`src/logic/pmbus_tail_pkg.sv`:
```
// shared constants and types for the command-map tail device and its host
package pmbus_tail_pkg;
    // -----------------------------------------------------------------
    // command codes
    // -----------------------------------------------------------------
    localparam logic [7:0] CMD_PEAK_CLEAR = 8'hE3;
    localparam logic [7:0] CMD_FAULT_LOG_COMMIT = 8'hEA;
    localparam logic [7:0] CMD_FAULT_LOG_WIPE = 8'hEC;
    localparam logic [7:0] CMD_CHANNEL_INPUT_CURRENT = 8'hED;
    localparam logic [7:0] CMD_FAULT_LOG_READOUT = 8'hEE;
    localparam logic [7:0] CMD_COMMON_VENDOR_STATUS = 8'hEF;
    localparam logic [7:0] CMD_NVM_COMPARE = 8'hF0;
    localparam logic [7:0] CMD_DIE_TEMPERATURE_PEAK = 8'hF4;
    localparam logic [7:0] CMD_PWM_PHASE_CONFIGURATION = 8'hF5;
    localparam logic [7:0] CMD_SENSE_TEMP_COEFFICIENT = 8'hF6;
    localparam logic [7:0] CMD_INPUT_FILTER_RESISTANCE = 8'hF7;
    localparam logic [7:0] CMD_EXT_TEMP_SLOPE = 8'hF8;
    localparam logic [7:0] CMD_EXT_TEMP_OFFSET = 8'hF9;
    localparam logic [7:0] CMD_RAIL_GROUP_ADDRESS = 8'hFA;
    localparam logic [7:0] CMD_SOFT_RESTART = 8'hFD;
    localparam logic [7:0] CMD_PWM_MODE_BYTE = 8'hD4;
    // -----------------------------------------------------------------
    // reset values
    // -----------------------------------------------------------------
    localparam logic [7:0] RST_PWM_PHASE_CONFIGURATION = 8'h10;
    localparam logic [7:0] RST_PWM_MODE_BYTE = 8'hD2;
    localparam logic [15:0] RST_SENSE_TEMP_COEFFICIENT = 16'h0F3C;
    localparam logic [15:0] RST_INPUT_FILTER_RESISTANCE = 16'h12EE;
    localparam logic [15:0] RST_EXT_TEMP_SLOPE = 16'h4000;
    localparam logic [15:0] RST_EXT_TEMP_OFFSET = 16'h8000;
    localparam logic [7:0] RST_RAIL_GROUP_ADDRESS = 8'h80;
    localparam logic [15:0] RST_PEAK_TEMP = 16'h8000;
    // -----------------------------------------------------------------
    // field positions
    // -----------------------------------------------------------------
    localparam int COMM_FAULT_BIT = 6;
    localparam int ILIM_RANGE_BIT = 7;
    localparam int COMP_LO_BIT = 5;
    localparam int COMP_HI_BIT = 6;
    localparam int LIN_EXP_MSB = 15;
    localparam int LIN_EXP_LSB = 11;
    localparam int LIN_MANT_MSB = 10;
    localparam int LIN_FIXED_EXP = -12;
    localparam int LOG_DEPTH = 16;
    // -----------------------------------------------------------------
    // host register map (designer chosen)
    // -----------------------------------------------------------------
    localparam logic [3:0] HREG_CTRL = 4'h0;
    localparam logic [3:0] HREG_WDATA = 4'h1;
    localparam logic [3:0] HREG_STATUS = 4'h2;
    localparam logic [3:0] HREG_RDATA = 4'h3;
    localparam logic [3:0] HREG_LOG_LO = 4'h4;
    localparam logic [3:0] HREG_LOG_HI = 4'h5;
    localparam logic [7:0] LINK_DIV = 8'd4;
    localparam int LOG_BITS = 32;

    // transaction kinds on the link
    typedef enum logic [2:0] {
        TX_SEND_BYTE = 3'd0,
        TX_WRITE_BYTE = 3'd1,
        TX_WRITE_WORD = 3'd2,
        TX_READ_BYTE = 3'd3,
        TX_READ_WORD = 3'd4,
        TX_READ_BLOCK = 3'd5
    } tx_kind_t;

    // listed transaction kind of a command; 3'd7 means unpublished
    function automatic logic [2:0] listed_kind(input logic [7:0] cmd);
        logic [2:0] k;
        k = 3'd7;
        if (cmd == CMD_PEAK_CLEAR || cmd == CMD_FAULT_LOG_COMMIT) k = TX_SEND_BYTE;
        else if (cmd == CMD_FAULT_LOG_WIPE || cmd == CMD_NVM_COMPARE) k = TX_SEND_BYTE;
        else if (cmd == CMD_SOFT_RESTART) k = TX_SEND_BYTE;
        else if (cmd == CMD_CHANNEL_INPUT_CURRENT) k = TX_READ_WORD;
        else if (cmd == CMD_DIE_TEMPERATURE_PEAK) k = TX_READ_WORD;
        else if (cmd == CMD_FAULT_LOG_READOUT) k = TX_READ_BLOCK;
        else if (cmd == CMD_COMMON_VENDOR_STATUS) k = TX_READ_BYTE;
        else if (cmd == CMD_PWM_PHASE_CONFIGURATION) k = TX_WRITE_BYTE;
        else if (cmd == CMD_PWM_MODE_BYTE) k = TX_WRITE_BYTE;
        else if (cmd == CMD_RAIL_GROUP_ADDRESS) k = TX_WRITE_BYTE;
        else if (cmd >= CMD_SENSE_TEMP_COEFFICIENT && cmd <= CMD_EXT_TEMP_OFFSET) k = TX_WRITE_WORD;
        return k;
    endfunction

    // readable kind matches the writable one
    function automatic logic kind_ok(input logic [2:0] listed, input logic [2:0] got);
        logic ok;
        ok = (listed == got);
        if (listed == TX_WRITE_BYTE && got == TX_READ_BYTE) ok = 1'b1;
        if (listed == TX_WRITE_WORD && got == TX_READ_WORD) ok = 1'b1;
        return ok;
    endfunction
endpackage

```
`src/logic/pmbus_link_if.sv`:
```
// link between host controller and command-map device
`timescale 1ns/100ps
interface pmbus_link_if;
    logic link_clk;
    logic req;
    logic [2:0] kind;
    logic [7:0] cmd;
    logic [15:0] wdata;
    logic ack;
    logic [15:0] rdata;
    logic [7:0] blk_len;
    logic comm_fault;
    modport host (output link_clk, req, kind, cmd, wdata,
                  input ack, rdata, blk_len, comm_fault);
    modport device (input link_clk, req, kind, cmd, wdata,
                    output ack, rdata, blk_len, comm_fault);
endinterface

```
`src/logic/pmbus_tail_device.sv`:
```
// command-map tail device: decodes link transactions into its registers
//
// Design decision made here: the synchronised req/ack link port.
`timescale 1ns/100ps
module pmbus_tail_device
    import pmbus_tail_pkg::*;
#(
    parameter int DEPTH = pmbus_tail_pkg::LOG_DEPTH
) (
    input wire logic clk_in,
    input wire logic rst_n_in,
    pmbus_link_if.device link,
    input wire logic [15:0] iout_in,
    input wire logic [7:0] duty_in,
    input wire logic [15:0] die_temp_in,
    input wire logic fault_event_in,
    input wire logic [7:0] fault_byte_in,
    input wire logic store_all_in,
    input wire logic restore_all_in,
    output logic [7:0] pwm_mode_out,
    output logic ilim_high_range_out,
    output logic [1:0] comp_select_out,
    output logic [7:0] rail_group_address_out,
    output logic channel_off_out,
    output logic nvm_mismatch_out
);
    import pmbus_tail_pkg::*;
    // -----------------------------------------------------------------
    // link synchronisers and edge detect
    // -----------------------------------------------------------------
    logic [1:0] clk_sync_r, req_sync_r;
    logic clk_prev_r, req_seen_r;
    logic soft_rst_r;
    logic rst_any;
    assign rst_any = !rst_n_in || soft_rst_r;
    always_ff @(posedge clk_in) begin
        if (!rst_n_in) begin
            clk_sync_r <= 2'b00;
            req_sync_r <= 2'b00;
            clk_prev_r <= 1'b0;
        end else begin
            clk_sync_r <= {clk_sync_r[0], link.link_clk};
            req_sync_r <= {req_sync_r[0], link.req};
            clk_prev_r <= clk_sync_r[1];
        end
    end
    logic rise;
    assign rise = clk_sync_r[1] && !clk_prev_r;
    logic take;
    assign take = rise && req_sync_r[1] && !req_seen_r;
    // -----------------------------------------------------------------
    // register file and working copies
    // -----------------------------------------------------------------
    logic [7:0] cfg_r, mode_r, rail_r;
    logic [15:0] tc_r, rvin_r, slope_r, offs_r;
    logic [7:0] nv_cfg_r, nv_mode_r, nv_rail_r;
    logic [15:0] nv_tc_r, nv_rvin_r, nv_slope_r, nv_offs_r;
    logic [7:0] ram_log [DEPTH];
    logic [7:0] nv_log [DEPTH];
    logic [$clog2(DEPTH)-1:0] log_wp_r, rd_ptr_r;
    logic log_lock_r, comm_fault_r, ack_r, off_r, mismatch_r;
    logic [15:0] rdata_r, peak_r, iin_r;
    logic [2:0] listed;
    logic wr_kind;
    assign listed = listed_kind(link.cmd);
    assign wr_kind = link.kind == TX_WRITE_BYTE || link.kind == TX_WRITE_WORD;
    // input current: iout mantissa scaled by duty/256, exponent kept
    logic signed [19:0] iin_prod;
    assign iin_prod = signed'(iout_in[10:0]) * signed'({1'b0, duty_in});
    always_ff @(posedge clk_in) begin
        if (rst_any) iin_r <= 16'h0000;
        else iin_r <= {iout_in[15:11], iin_prod[18:8]};
    end
    // peak tracking
    always_ff @(posedge clk_in) begin
        if (rst_any) peak_r <= RST_PEAK_TEMP;
        else if (take && link.cmd == CMD_PEAK_CLEAR && link.kind == TX_SEND_BYTE)
            peak_r <= RST_PEAK_TEMP;
        else if (peak_r == RST_PEAK_TEMP || lin_gt(die_temp_in, peak_r))
            peak_r <= die_temp_in;
    end
    // compare two linear words by value
    function automatic logic lin_gt(input logic [15:0] a, input logic [15:0] b);
        logic signed [47:0] va, vb;
        va = 48'(signed'(a[10:0])) <<< (5'(signed'(a[15:11])) + 5'sd16);
        vb = 48'(signed'(b[10:0])) <<< (5'(signed'(b[15:11])) + 5'sd16);
        return va > vb;
    endfunction
    // writes, store, restore
    always_ff @(posedge clk_in) begin
        if (rst_any) begin
            cfg_r <= RST_PWM_PHASE_CONFIGURATION;
            mode_r <= RST_PWM_MODE_BYTE;
            rail_r <= RST_RAIL_GROUP_ADDRESS;
            tc_r <= RST_SENSE_TEMP_COEFFICIENT;
            rvin_r <= RST_INPUT_FILTER_RESISTANCE;
            slope_r <= RST_EXT_TEMP_SLOPE;
            offs_r <= RST_EXT_TEMP_OFFSET;
        end else if (restore_all_in) begin
            cfg_r <= nv_cfg_r;
            mode_r <= nv_mode_r;
            rail_r <= nv_rail_r;
            tc_r <= nv_tc_r;
            rvin_r <= nv_rvin_r;
            slope_r <= nv_slope_r;
            offs_r <= nv_offs_r;
        end else if (take && wr_kind && kind_ok(listed, link.kind)) begin
            if (link.cmd == CMD_PWM_PHASE_CONFIGURATION) cfg_r <= link.wdata[7:0];
            else if (link.cmd == CMD_PWM_MODE_BYTE) mode_r <= link.wdata[7:0];
            else if (link.cmd == CMD_RAIL_GROUP_ADDRESS) rail_r <= link.wdata[7:0];
            else if (link.cmd == CMD_SENSE_TEMP_COEFFICIENT) tc_r <= link.wdata;
            else if (link.cmd == CMD_INPUT_FILTER_RESISTANCE) rvin_r <= link.wdata;
            else if (link.cmd == CMD_EXT_TEMP_SLOPE) slope_r <= link.wdata;
            else if (link.cmd == CMD_EXT_TEMP_OFFSET) offs_r <= link.wdata;
        end
    end
    // nvm image survives soft restart
    always_ff @(posedge clk_in) begin
        if (!rst_n_in) begin
            nv_cfg_r <= RST_PWM_PHASE_CONFIGURATION;
            nv_mode_r <= RST_PWM_MODE_BYTE;
            nv_rail_r <= RST_RAIL_GROUP_ADDRESS;
            nv_tc_r <= RST_SENSE_TEMP_COEFFICIENT;
            nv_rvin_r <= RST_INPUT_FILTER_RESISTANCE;
            nv_slope_r <= RST_EXT_TEMP_SLOPE;
            nv_offs_r <= RST_EXT_TEMP_OFFSET;
        end else if (store_all_in) begin
            nv_cfg_r <= cfg_r;
            nv_mode_r <= mode_r;
            nv_rail_r <= rail_r;
            nv_tc_r <= tc_r;
            nv_rvin_r <= rvin_r;
            nv_slope_r <= slope_r;
            nv_offs_r <= offs_r;
        end
    end
    // -----------------------------------------------------------------
    // fault log
    // -----------------------------------------------------------------
    always_ff @(posedge clk_in) begin
        if (rst_any) log_wp_r <= '0;
        else if (fault_event_in) log_wp_r <= log_wp_r + 1'b1;
    end
    always_ff @(posedge clk_in) begin
        if (fault_event_in) ram_log[log_wp_r] <= fault_byte_in;
    end
    always_ff @(posedge clk_in) begin
        if (take && link.cmd == CMD_FAULT_LOG_COMMIT && link.kind == TX_SEND_BYTE
            && !log_lock_r) begin
            for (int i = 0; i < DEPTH; i++) nv_log[i] <= ram_log[i];
        end else if (take && link.cmd == CMD_FAULT_LOG_WIPE && link.kind == TX_SEND_BYTE) begin
            for (int i = 0; i < DEPTH; i++) nv_log[i] <= 8'h00;
        end
    end
    always_ff @(posedge clk_in) begin
        if (!rst_n_in) log_lock_r <= 1'b0;
        else if (take && link.kind == TX_SEND_BYTE && link.cmd == CMD_FAULT_LOG_WIPE)
            log_lock_r <= 1'b0;
        else if (take && link.kind == TX_SEND_BYTE && link.cmd == CMD_FAULT_LOG_COMMIT)
            log_lock_r <= 1'b1;
    end
    always_ff @(posedge clk_in) begin
        if (rst_any) off_r <= 1'b0;
        else if (take && link.kind == TX_SEND_BYTE && link.cmd == CMD_FAULT_LOG_COMMIT)
            off_r <= 1'b1;
    end
    // block readout advances one byte per read
    always_ff @(posedge clk_in) begin
        if (rst_any) rd_ptr_r <= '0;
        else if (take && link.cmd == CMD_FAULT_LOG_READOUT && link.kind == TX_READ_BLOCK)
            rd_ptr_r <= rd_ptr_r + 1'b1;
    end
    always_ff @(posedge clk_in) begin
        if (rst_any) mismatch_r <= 1'b0;
        else if (take && link.kind == TX_SEND_BYTE && link.cmd == CMD_NVM_COMPARE)
            mismatch_r <= {cfg_r, mode_r, rail_r, tc_r, rvin_r, slope_r, offs_r} !=
                {nv_cfg_r, nv_mode_r, nv_rail_r, nv_tc_r, nv_rvin_r, nv_slope_r, nv_offs_r};
    end
    // -----------------------------------------------------------------
    // answers
    // -----------------------------------------------------------------
    always_ff @(posedge clk_in) begin
        if (rst_any) comm_fault_r <= 1'b0;
        else if (take && wr_kind && listed == 3'd7) comm_fault_r <= 1'b1;
        else if (take && listed != 3'd7 && !kind_ok(listed, link.kind))
            comm_fault_r <= 1'b1;
    end
    always_ff @(posedge clk_in) begin
        if (rst_any) rdata_r <= 16'h0000;
        else if (take) begin
            if (link.cmd == CMD_CHANNEL_INPUT_CURRENT) rdata_r <= iin_r;
            else if (link.cmd == CMD_FAULT_LOG_READOUT) rdata_r <= {8'h00, nv_log[rd_ptr_r]};
            else if (link.cmd == CMD_COMMON_VENDOR_STATUS)
                rdata_r <= {8'h00, 1'b0, comm_fault_r, off_r, mismatch_r, 4'h0};
            else if (link.cmd == CMD_DIE_TEMPERATURE_PEAK) rdata_r <= peak_r;
            else if (link.cmd == CMD_PWM_PHASE_CONFIGURATION) rdata_r <= {8'h00, cfg_r};
            else if (link.cmd == CMD_PWM_MODE_BYTE) rdata_r <= {8'h00, mode_r};
            else if (link.cmd == CMD_SENSE_TEMP_COEFFICIENT) rdata_r <= tc_r;
            else if (link.cmd == CMD_INPUT_FILTER_RESISTANCE) rdata_r <= rvin_r;
            else if (link.cmd == CMD_EXT_TEMP_SLOPE) rdata_r <= slope_r;
            else if (link.cmd == CMD_EXT_TEMP_OFFSET) rdata_r <= offs_r;
            else if (link.cmd == CMD_RAIL_GROUP_ADDRESS) rdata_r <= {8'h00, rail_r};
            else rdata_r <= 16'h0000;
        end
    end
    always_ff @(posedge clk_in) begin
        if (rst_any) begin
            ack_r <= 1'b0;
            req_seen_r <= 1'b0;
        end else if (take) begin
            ack_r <= 1'b1;
            req_seen_r <= 1'b1;
        end else if (!req_sync_r[1]) begin
            ack_r <= 1'b0;
            req_seen_r <= 1'b0;
        end
    end
    always_ff @(posedge clk_in) begin
        if (!rst_n_in) soft_rst_r <= 1'b0;
        else soft_rst_r <= take && link.kind == TX_SEND_BYTE && link.cmd == CMD_SOFT_RESTART;
    end
    assign link.ack = ack_r;
    assign link.rdata = rdata_r;
    assign link.blk_len = 8'(DEPTH);
    assign link.comm_fault = comm_fault_r;
    assign pwm_mode_out = mode_r;
    assign ilim_high_range_out = mode_r[ILIM_RANGE_BIT];
    assign comp_select_out = cfg_r[COMP_HI_BIT:COMP_LO_BIT];
    assign rail_group_address_out = rail_r;
    assign channel_off_out = off_r;
    assign nvm_mismatch_out = mismatch_r;
endmodule

```
`src/flat_wrapper.sv`:
```
// flat-port wrapper written by rule: the top's interface ports become plain ports
module pmbus_tail_device_flat import pmbus_tail_pkg::*;
#(
    parameter int DEPTH = pmbus_tail_pkg::LOG_DEPTH
)
  (clk_in, rst_n_in, iout_in, duty_in, die_temp_in, fault_event_in, fault_byte_in, store_all_in, restore_all_in, pwm_mode_out, ilim_high_range_out, comp_select_out, rail_group_address_out, channel_off_out, nvm_mismatch_out, link_link_clk, link_req, link_kind, link_cmd, link_wdata, link_ack, link_rdata, link_blk_len, link_comm_fault);
  pmbus_link_if link_i ();
  input wire logic clk_in;
  input wire logic rst_n_in;
  input wire logic [15:0] iout_in;
  input wire logic [7:0] duty_in;
  input wire logic [15:0] die_temp_in;
  input wire logic fault_event_in;
  input wire logic [7:0] fault_byte_in;
  input wire logic store_all_in;
  input wire logic restore_all_in;
  output logic [7:0] pwm_mode_out;
  output logic ilim_high_range_out;
  output logic [1:0] comp_select_out;
  output logic [7:0] rail_group_address_out;
  output logic channel_off_out;
  output logic nvm_mismatch_out;
  input wire logic [$bits(link_i.link_clk)-1:0] link_link_clk;
  input wire logic [$bits(link_i.req)-1:0] link_req;
  input wire logic [$bits(link_i.kind)-1:0] link_kind;
  input wire logic [$bits(link_i.cmd)-1:0] link_cmd;
  input wire logic [$bits(link_i.wdata)-1:0] link_wdata;
  output wire logic [$bits(link_i.ack)-1:0] link_ack;
  output wire logic [$bits(link_i.rdata)-1:0] link_rdata;
  output wire logic [$bits(link_i.blk_len)-1:0] link_blk_len;
  output wire logic [$bits(link_i.comm_fault)-1:0] link_comm_fault;
  assign link_i.link_clk = link_link_clk;
  assign link_i.req = link_req;
  assign link_i.kind = link_kind;
  assign link_i.cmd = link_cmd;
  assign link_i.wdata = link_wdata;
  assign link_ack = link_i.ack;
  assign link_rdata = link_i.rdata;
  assign link_blk_len = link_i.blk_len;
  assign link_comm_fault = link_i.comm_fault;
  pmbus_tail_device #(.DEPTH(DEPTH)) u_core (.clk_in(clk_in), .rst_n_in(rst_n_in), .link(link_i), .iout_in(iout_in), .duty_in(duty_in), .die_temp_in(die_temp_in), .fault_event_in(fault_event_in), .fault_byte_in(fault_byte_in), .store_all_in(store_all_in), .restore_all_in(restore_all_in), .pwm_mode_out(pwm_mode_out), .ilim_high_range_out(ilim_high_range_out), .comp_select_out(comp_select_out), .rail_group_address_out(rail_group_address_out), .channel_off_out(channel_off_out), .nvm_mismatch_out(nvm_mismatch_out));
endmodule
```
`config.mk`:
```
export PLATFORM = sky130hd
export DESIGN_NAME = pmbus_tail_device_flat
export DESIGN_NICKNAME = d
export VERILOG_FILES = /design/src/logic/pmbus_tail_pkg.sv /design/src/logic/pmbus_link_if.sv /design/src/logic/pmbus_tail_device.sv /design/src/flat_wrapper.sv
export SDC_FILE = /design/constraint.sdc
export NUM_CORES = 1
export LEC_CHECK = 0
export ABC_AREA = 1
export CORE_AREA = 3 3 231 233
export DETAILED_ROUTE_END_ITERATION = 10
export DIE_AREA = 0 0 234 236
export DONT_BUFFER_PORTS = 1
export GPL_ROUTABILITY_DRIVEN = 0
export PLACE_DENSITY = 0.69
export SYNTH_ARGS = -nofsm -noshare
export SYNTH_HDL_FRONTEND = slang
export SYNTH_SLANG_ARGS = --single-unit
```
`constraint.sdc`:
```
create_clock -name clk_in -period 15.7 [get_ports clk_in]
set_input_delay 3.14 -clock clk_in [delete_from_list [all_inputs] [get_ports clk_in]]
set_output_delay 3.14 -clock clk_in [all_outputs]
set_load 0.02 [all_outputs]
```
## Word level (Yosys, flattened, before mapping)

Memories as Yosys holds them, arrays and structs flattened. A register that Yosys moved wholly into a read port is not among the register bits.
Index checks and enable logic that the tools add are counted.
Widths: inputs -> output; s select.

- Add/subtract/negate cells: 4
- Multiply operators: 1
- $lt $le $gt $ge: 3
- Equal/unequal tests: 35
- Shifts and indexed selects: 2
- Multiplexer cells: 99
- Bitwise logic cells: 17
- Reduce and logical (&&, ||, !) cells: 54

Operators by type and width:

| cell | number |
|---|---|
| $mux 16 | 40 |
| $mux 8 | 29 |
| $eq 8x8->1 const B | 16 |
| $sshl 11x5->48 | 2 |
| $ne 88x88->1 | 1 |
| $gt 48x48->1 | 1 |
| $mux 3 | 11 |
| $logic_and 1x1->1 | 25 |
| $mul 11x9->19 | 1 |
| $reduce_bool 2->1 | 9 |
| $mux 1 | 17 |
| $eq 16x16->1 const B | 1 |
| $or 1x1->1 | 16 |
| $ne 2x2->1 const B | 7 |
| $add 5x5->5 const B | 2 |
| $eq 3x2->1 const B | 3 |
| $eq 3x3->1 const B | 3 |
| $add 4x1->4 const B | 2 |
| $ge 8x8->1 const B | 1 |
| $le 8x8->1 const B | 1 |
| $mux 4 | 2 |
| $reduce_and 8->1 | 1 |
| $reduce_and 7->1 | 1 |
| $eq 3x1->1 const B | 2 |
| 12 further kinds | 21 |

- Register bits: 243
- RAM bits: 256
- Input port bits: 82
- Output and inout bits: 47
- Word-level logic and storage cells: 245
- Memories: 2

Memories:

| name | depth | bits a word | rd ports | clocked after memory_dff | wr ports | RTL line | source |
|---|---|---|---|---|---|---|---|
| u_core.nv_log | 16 | 8 | 1 | 1 | 16 | pmbus_tail_device.sv:59 | `logic [7:0] nv_log [DEPTH];` |
| u_core.ram_log | 16 | 8 | 16 | 0 | 1 | pmbus_tail_device.sv:58 | `logic [7:0] ram_log [DEPTH];` |

## Depth between registers and ports, before layout

- Word-level depth: 23
- Mapped depth: 29
- Depth with buffers taken out: 27

## Worst setup path after synthesis

OpenSTA, ideal clock, no wires.

- Path type: input to register
- From: in duty_in[0]
- To: reg u_core.iin_r[7]
- Library setup time: 121 ps
- Arrival time: 7105 ps
- Required time: 15579 ps
- Path slack: 8475 ps
- Stages on the path: 15
- Buffers on the path: 1
- Cells stage by stage: clkbuf_1 -> nand2_1 -> inv_1 -> fa_1 -> fa_1 -> inv_1 -> fa_1 -> inv_1 -> fa_1 -> ha_1 -> nand2_1 -> o41ai_1 -> a31oi_1 -> o21ai_0 -> a21oi_1

- Longest elaborated chain between the ends: 1

RTL lines:

| what | RTL line | source |
|---|---|---|
| from (decl) | flat_wrapper.sv:11 | `input wire logic [7:0] duty_in;` |
| $mul 11x9->19 | pmbus_tail_device.sv:69 | `assign iin_prod = signed'(iout_in[10:0]) * signed'({1'b0, duty_in});` |
| to (signal assigned) | pmbus_tail_device.sv:72 | `else iin_r <= {iout_in[15:11], iin_prod[18:8]};` |
| to (decl) | pmbus_tail_device.sv:62 | `logic [15:0] rdata_r, peak_r, iin_r;` |

No other way between the ends.
A chain may end at the register's enable or synchronous reset.

## Final worst setup path

Ends and elaborated chain as after synthesis.

==> results.sh <==
export IMPL_ios=129
export IMPL_htree_levels=2
export IMPL_dpl_cell_area_um2=27700
export IMPL_cts_tree="built"
export IMPL_ant_nets=0
export IMPL_antenna_found_initial=3
export IMPL_layout_cells_non_filler=4107
export IMPL_io_buffers=0
export IMPL_grt_usage=0.267
export IMPL_power_density_nw_per_um2=118
export IMPL_ir_drop_mv=0.0736
export IMPL_arrival_ns=7.23
export IMPL_crit_top_cell="fa_1"
export IMPL_max_freq_mhz=148
export IMPL_fin_crit_ns=6.75
export IMPL_die_w_um=234
export IMPL_met3_usage=0.0528
export IMPL_avgSynthCellArea_um2=7.87
export IMPL_critPathLaunchType="primary input"
export IMPL_setup_worst_path_end_class="flop"
export IMPL_dpl_cell_count=4012
export IMPL_die_area_um2=55200
export IMPL_reg_top3="u_core.nv_log: 128 flops, u_core.ram_log: 128 flops"
export IMPL_crit_type="in -> reg"
export IMPL_use_met1=0.374
export IMPL_cp_max_fo=10
export IMPL_numCtsBuffers=51
export IMPL_status="finished, final reports clean"
export IMPL_drt_wl_total_mm=75.4
export IMPL_rsz0062_at_grt="false"
export IMPL_synthTopCellsByArea="dfxtp_1, edfxtp_1, nand2_1"
export IMPL_routedWlPerCell_um=18.4
export IMPL_setup_viol=0
export IMPL_gr_total_overflow=0
export IMPL_drc=0
export IMPL_hpwl_mm=51.9
export IMPL_slowest_stage="o41ai_1"
export IMPL_clkTransAtPathRegs_ns=0.06
export IMPL_cts_hold_buf=0
export IMPL_yosysMostFrequentCell="nand2_1"
export IMPL_die_y_um=236
export IMPL_initial_core_util=0.537
export IMPL_met2_usage=0.415
export IMPL_rows=83
export IMPL_postSynth_asyncResetShare=0
export IMPL_final_core_util=0.572
export IMPL_top_usage_layer="met2"
export IMPL_ys_flop_type="dfxtp_1"
export IMPL_worst_path_stages=14
export IMPL_grt_pass1_vias=21890
export IMPL_required_ns=16.18
export IMPL_yosys_register_bits=503
export IMPL_cts_resized=0
export IMPL_firstDrtPassIters=6
export IMPL_synth_warnings=0
export IMPL_cts_buffer_depth=3
export IMPL_syn2layout_area_growth_pct=6.46
export IMPL_vias=23324
export IMPL_synthDistinctLibCells=51
export IMPL_hold_class="reg -> reg"
export IMPL_cp_top_family="adder cells"
export IMPL_drt_vias_per_instance=5.68
export IMPL_hold_viol_final=0
export IMPL_cts_root_buf="clkbuf_16"
export IMPL_drv_cap=0
export IMPL_p_leak_uw=0.0135
export IMPL_r2r_worst_path_cells=21
export IMPL_postCtsSetupRepairBufs=0
export IMPL_fin_area_um2=29400
export IMPL_worst_slew_pin_slew_ns=1.14
export IMPL_fin_skew_ns=0.0335
export IMPL_ys_seq_area_frac=0.432
export IMPL_slew_viol_final=0
export IMPL_drive_gt1_frac=0.0461
export IMPL_drt_initial_drc_count=2442
export IMPL_whs_path_depth=2
export IMPL_syn_area_um2=27600
export IMPL_slowest_delay_ns=0.69
export IMPL_grt_max_degree=146
export IMPL_synth_top_area_frac=0.231
export IMPL_setup_tns_ns=0
export IMPL_coreArea_um2=51400
export IMPL_grt_pass1_wl_mm=118
export IMPL_clk_latency_ns=0.61
export IMPL_worstPathBufferInverterCount=3
export IMPL_synth_edff_count=184
export IMPL_synth_commonest_cells="nand2_1, inv_1, o21ai_0"
export IMPL_maxSlewHeadroom=0.243
export IMPL_clock_sinks=503
export IMPL_synth_area_leader_cell="dfxtp_1"
export IMPL_period_share=0.430
export IMPL_netlist_instances=3508
export IMPL_nets=3616
export IMPL_path_cells="nand2_1 > inv_1 > fa_1 > fa_1 > inv_1 > fa_1 > inv_1 > fa_1 > ha_1 > nand2_1 > o41ai_1 > a31oi_1 > o21ai_0 > a21oi_1"
-- per-stage QoR --
step	setup slack, ns	hold slack [ns]	total power [µW]
2_1_floorplan	8.47	0.390	2120
4_1_cts	8.98	0.420	3480
5_1_grt	8.54	0.457	3670
3_3_place_gp	8.42	0.398	2260
3_5_place_dp	8.37	0.402	2290
6_report	8.95	0.415	3470
-- path summary, 6_finish.rpt --
check	from	to	slack [ns]
setup / recovery	duty_in[0]	u_core.iin_r[7]	8.95
hold / removal	u_core.req_sync_r[0]	u_core.req_sync_r[1]	0.42
hold reg to reg	u_core.req_sync_r[0]	u_core.req_sync_r[1]	0.42
setup reg to reg	u_core.peak_r[12]	u_core.peak_r[6]	11.12
-- metal layers --
layer	part of all wire	up-vias
met5	0.000093	-
met2	0.45	1025
met1	0.42	10973
met4	0.031	2
li1	-	11168
met3	0.091	156
-- tightest hold or removal path, stage by stage (launching register included) --
cell and delay (ns):
dfxtp_1 0.31, nand2_1 0.05, inv_1 0.04
-- kinds of logic (layout without fill, tap and decap cells) --
| kind of cell | count (synthesis) | after routing | share of synthesized area |
|---|---|---|---|
| buffers and inverters | 709 | 621 | 0.101 |
| and+or+nand+nor | 1302 | 1302 | 0.203 |
| DFF | 503 | 503 | 0.432 |
| xor gates and xnor gates | 76 | 76 | 0.0241 |
| AOI/OAI and AO/OA | 740 | 740 | 0.144 |
| muxes | 27 | 27 | 0.00979 |
| adders and majority gates | 149 | 149 | 0.0863 |
| other | 2 | 9 | 0.000272 |
-- cell usage in the layout (no fill, tap or decap), types with 27 or more instances in the layout --
cell,instances
nand2_1,651
inv_1,498
o21ai_0,371
nor2_1,321
dfxtp_1,317
a21oi_1,253
nand3_1,199
edfxtp_1,184
ha_1,80
fa_1,69
xnor2_1,60
clkbuf_16,52
o22ai_1,42
mux2i_1,27
nand4_1,27
-- power breakdown --
| group | internal [µW] | switching [µW] | leakage [µW] | total, µW |
|---|---|---|---|---|
| Clock | 673 | 518 | 0.000793 | 1190 |
| Sequential | 1410 | 64.2 | 0.00441 | 1470 |
| Combinational | 300 | 507 | 0.00829 | 807 |
| Total | 2380 | 1090 | 0.0135 | 3470 |
-- area by class of cell --
type	count	area (µm²)
clock inverters	16	146
fillers	4645	22000
flip-flops and latches	503	11900
multi-input cells	2302	12900
clock buffers	78	1490
inverters	513	1930
diodes	1	2.50
well taps	680	851
repair buffers	14	105
Power figures use the tool's default switching activity.
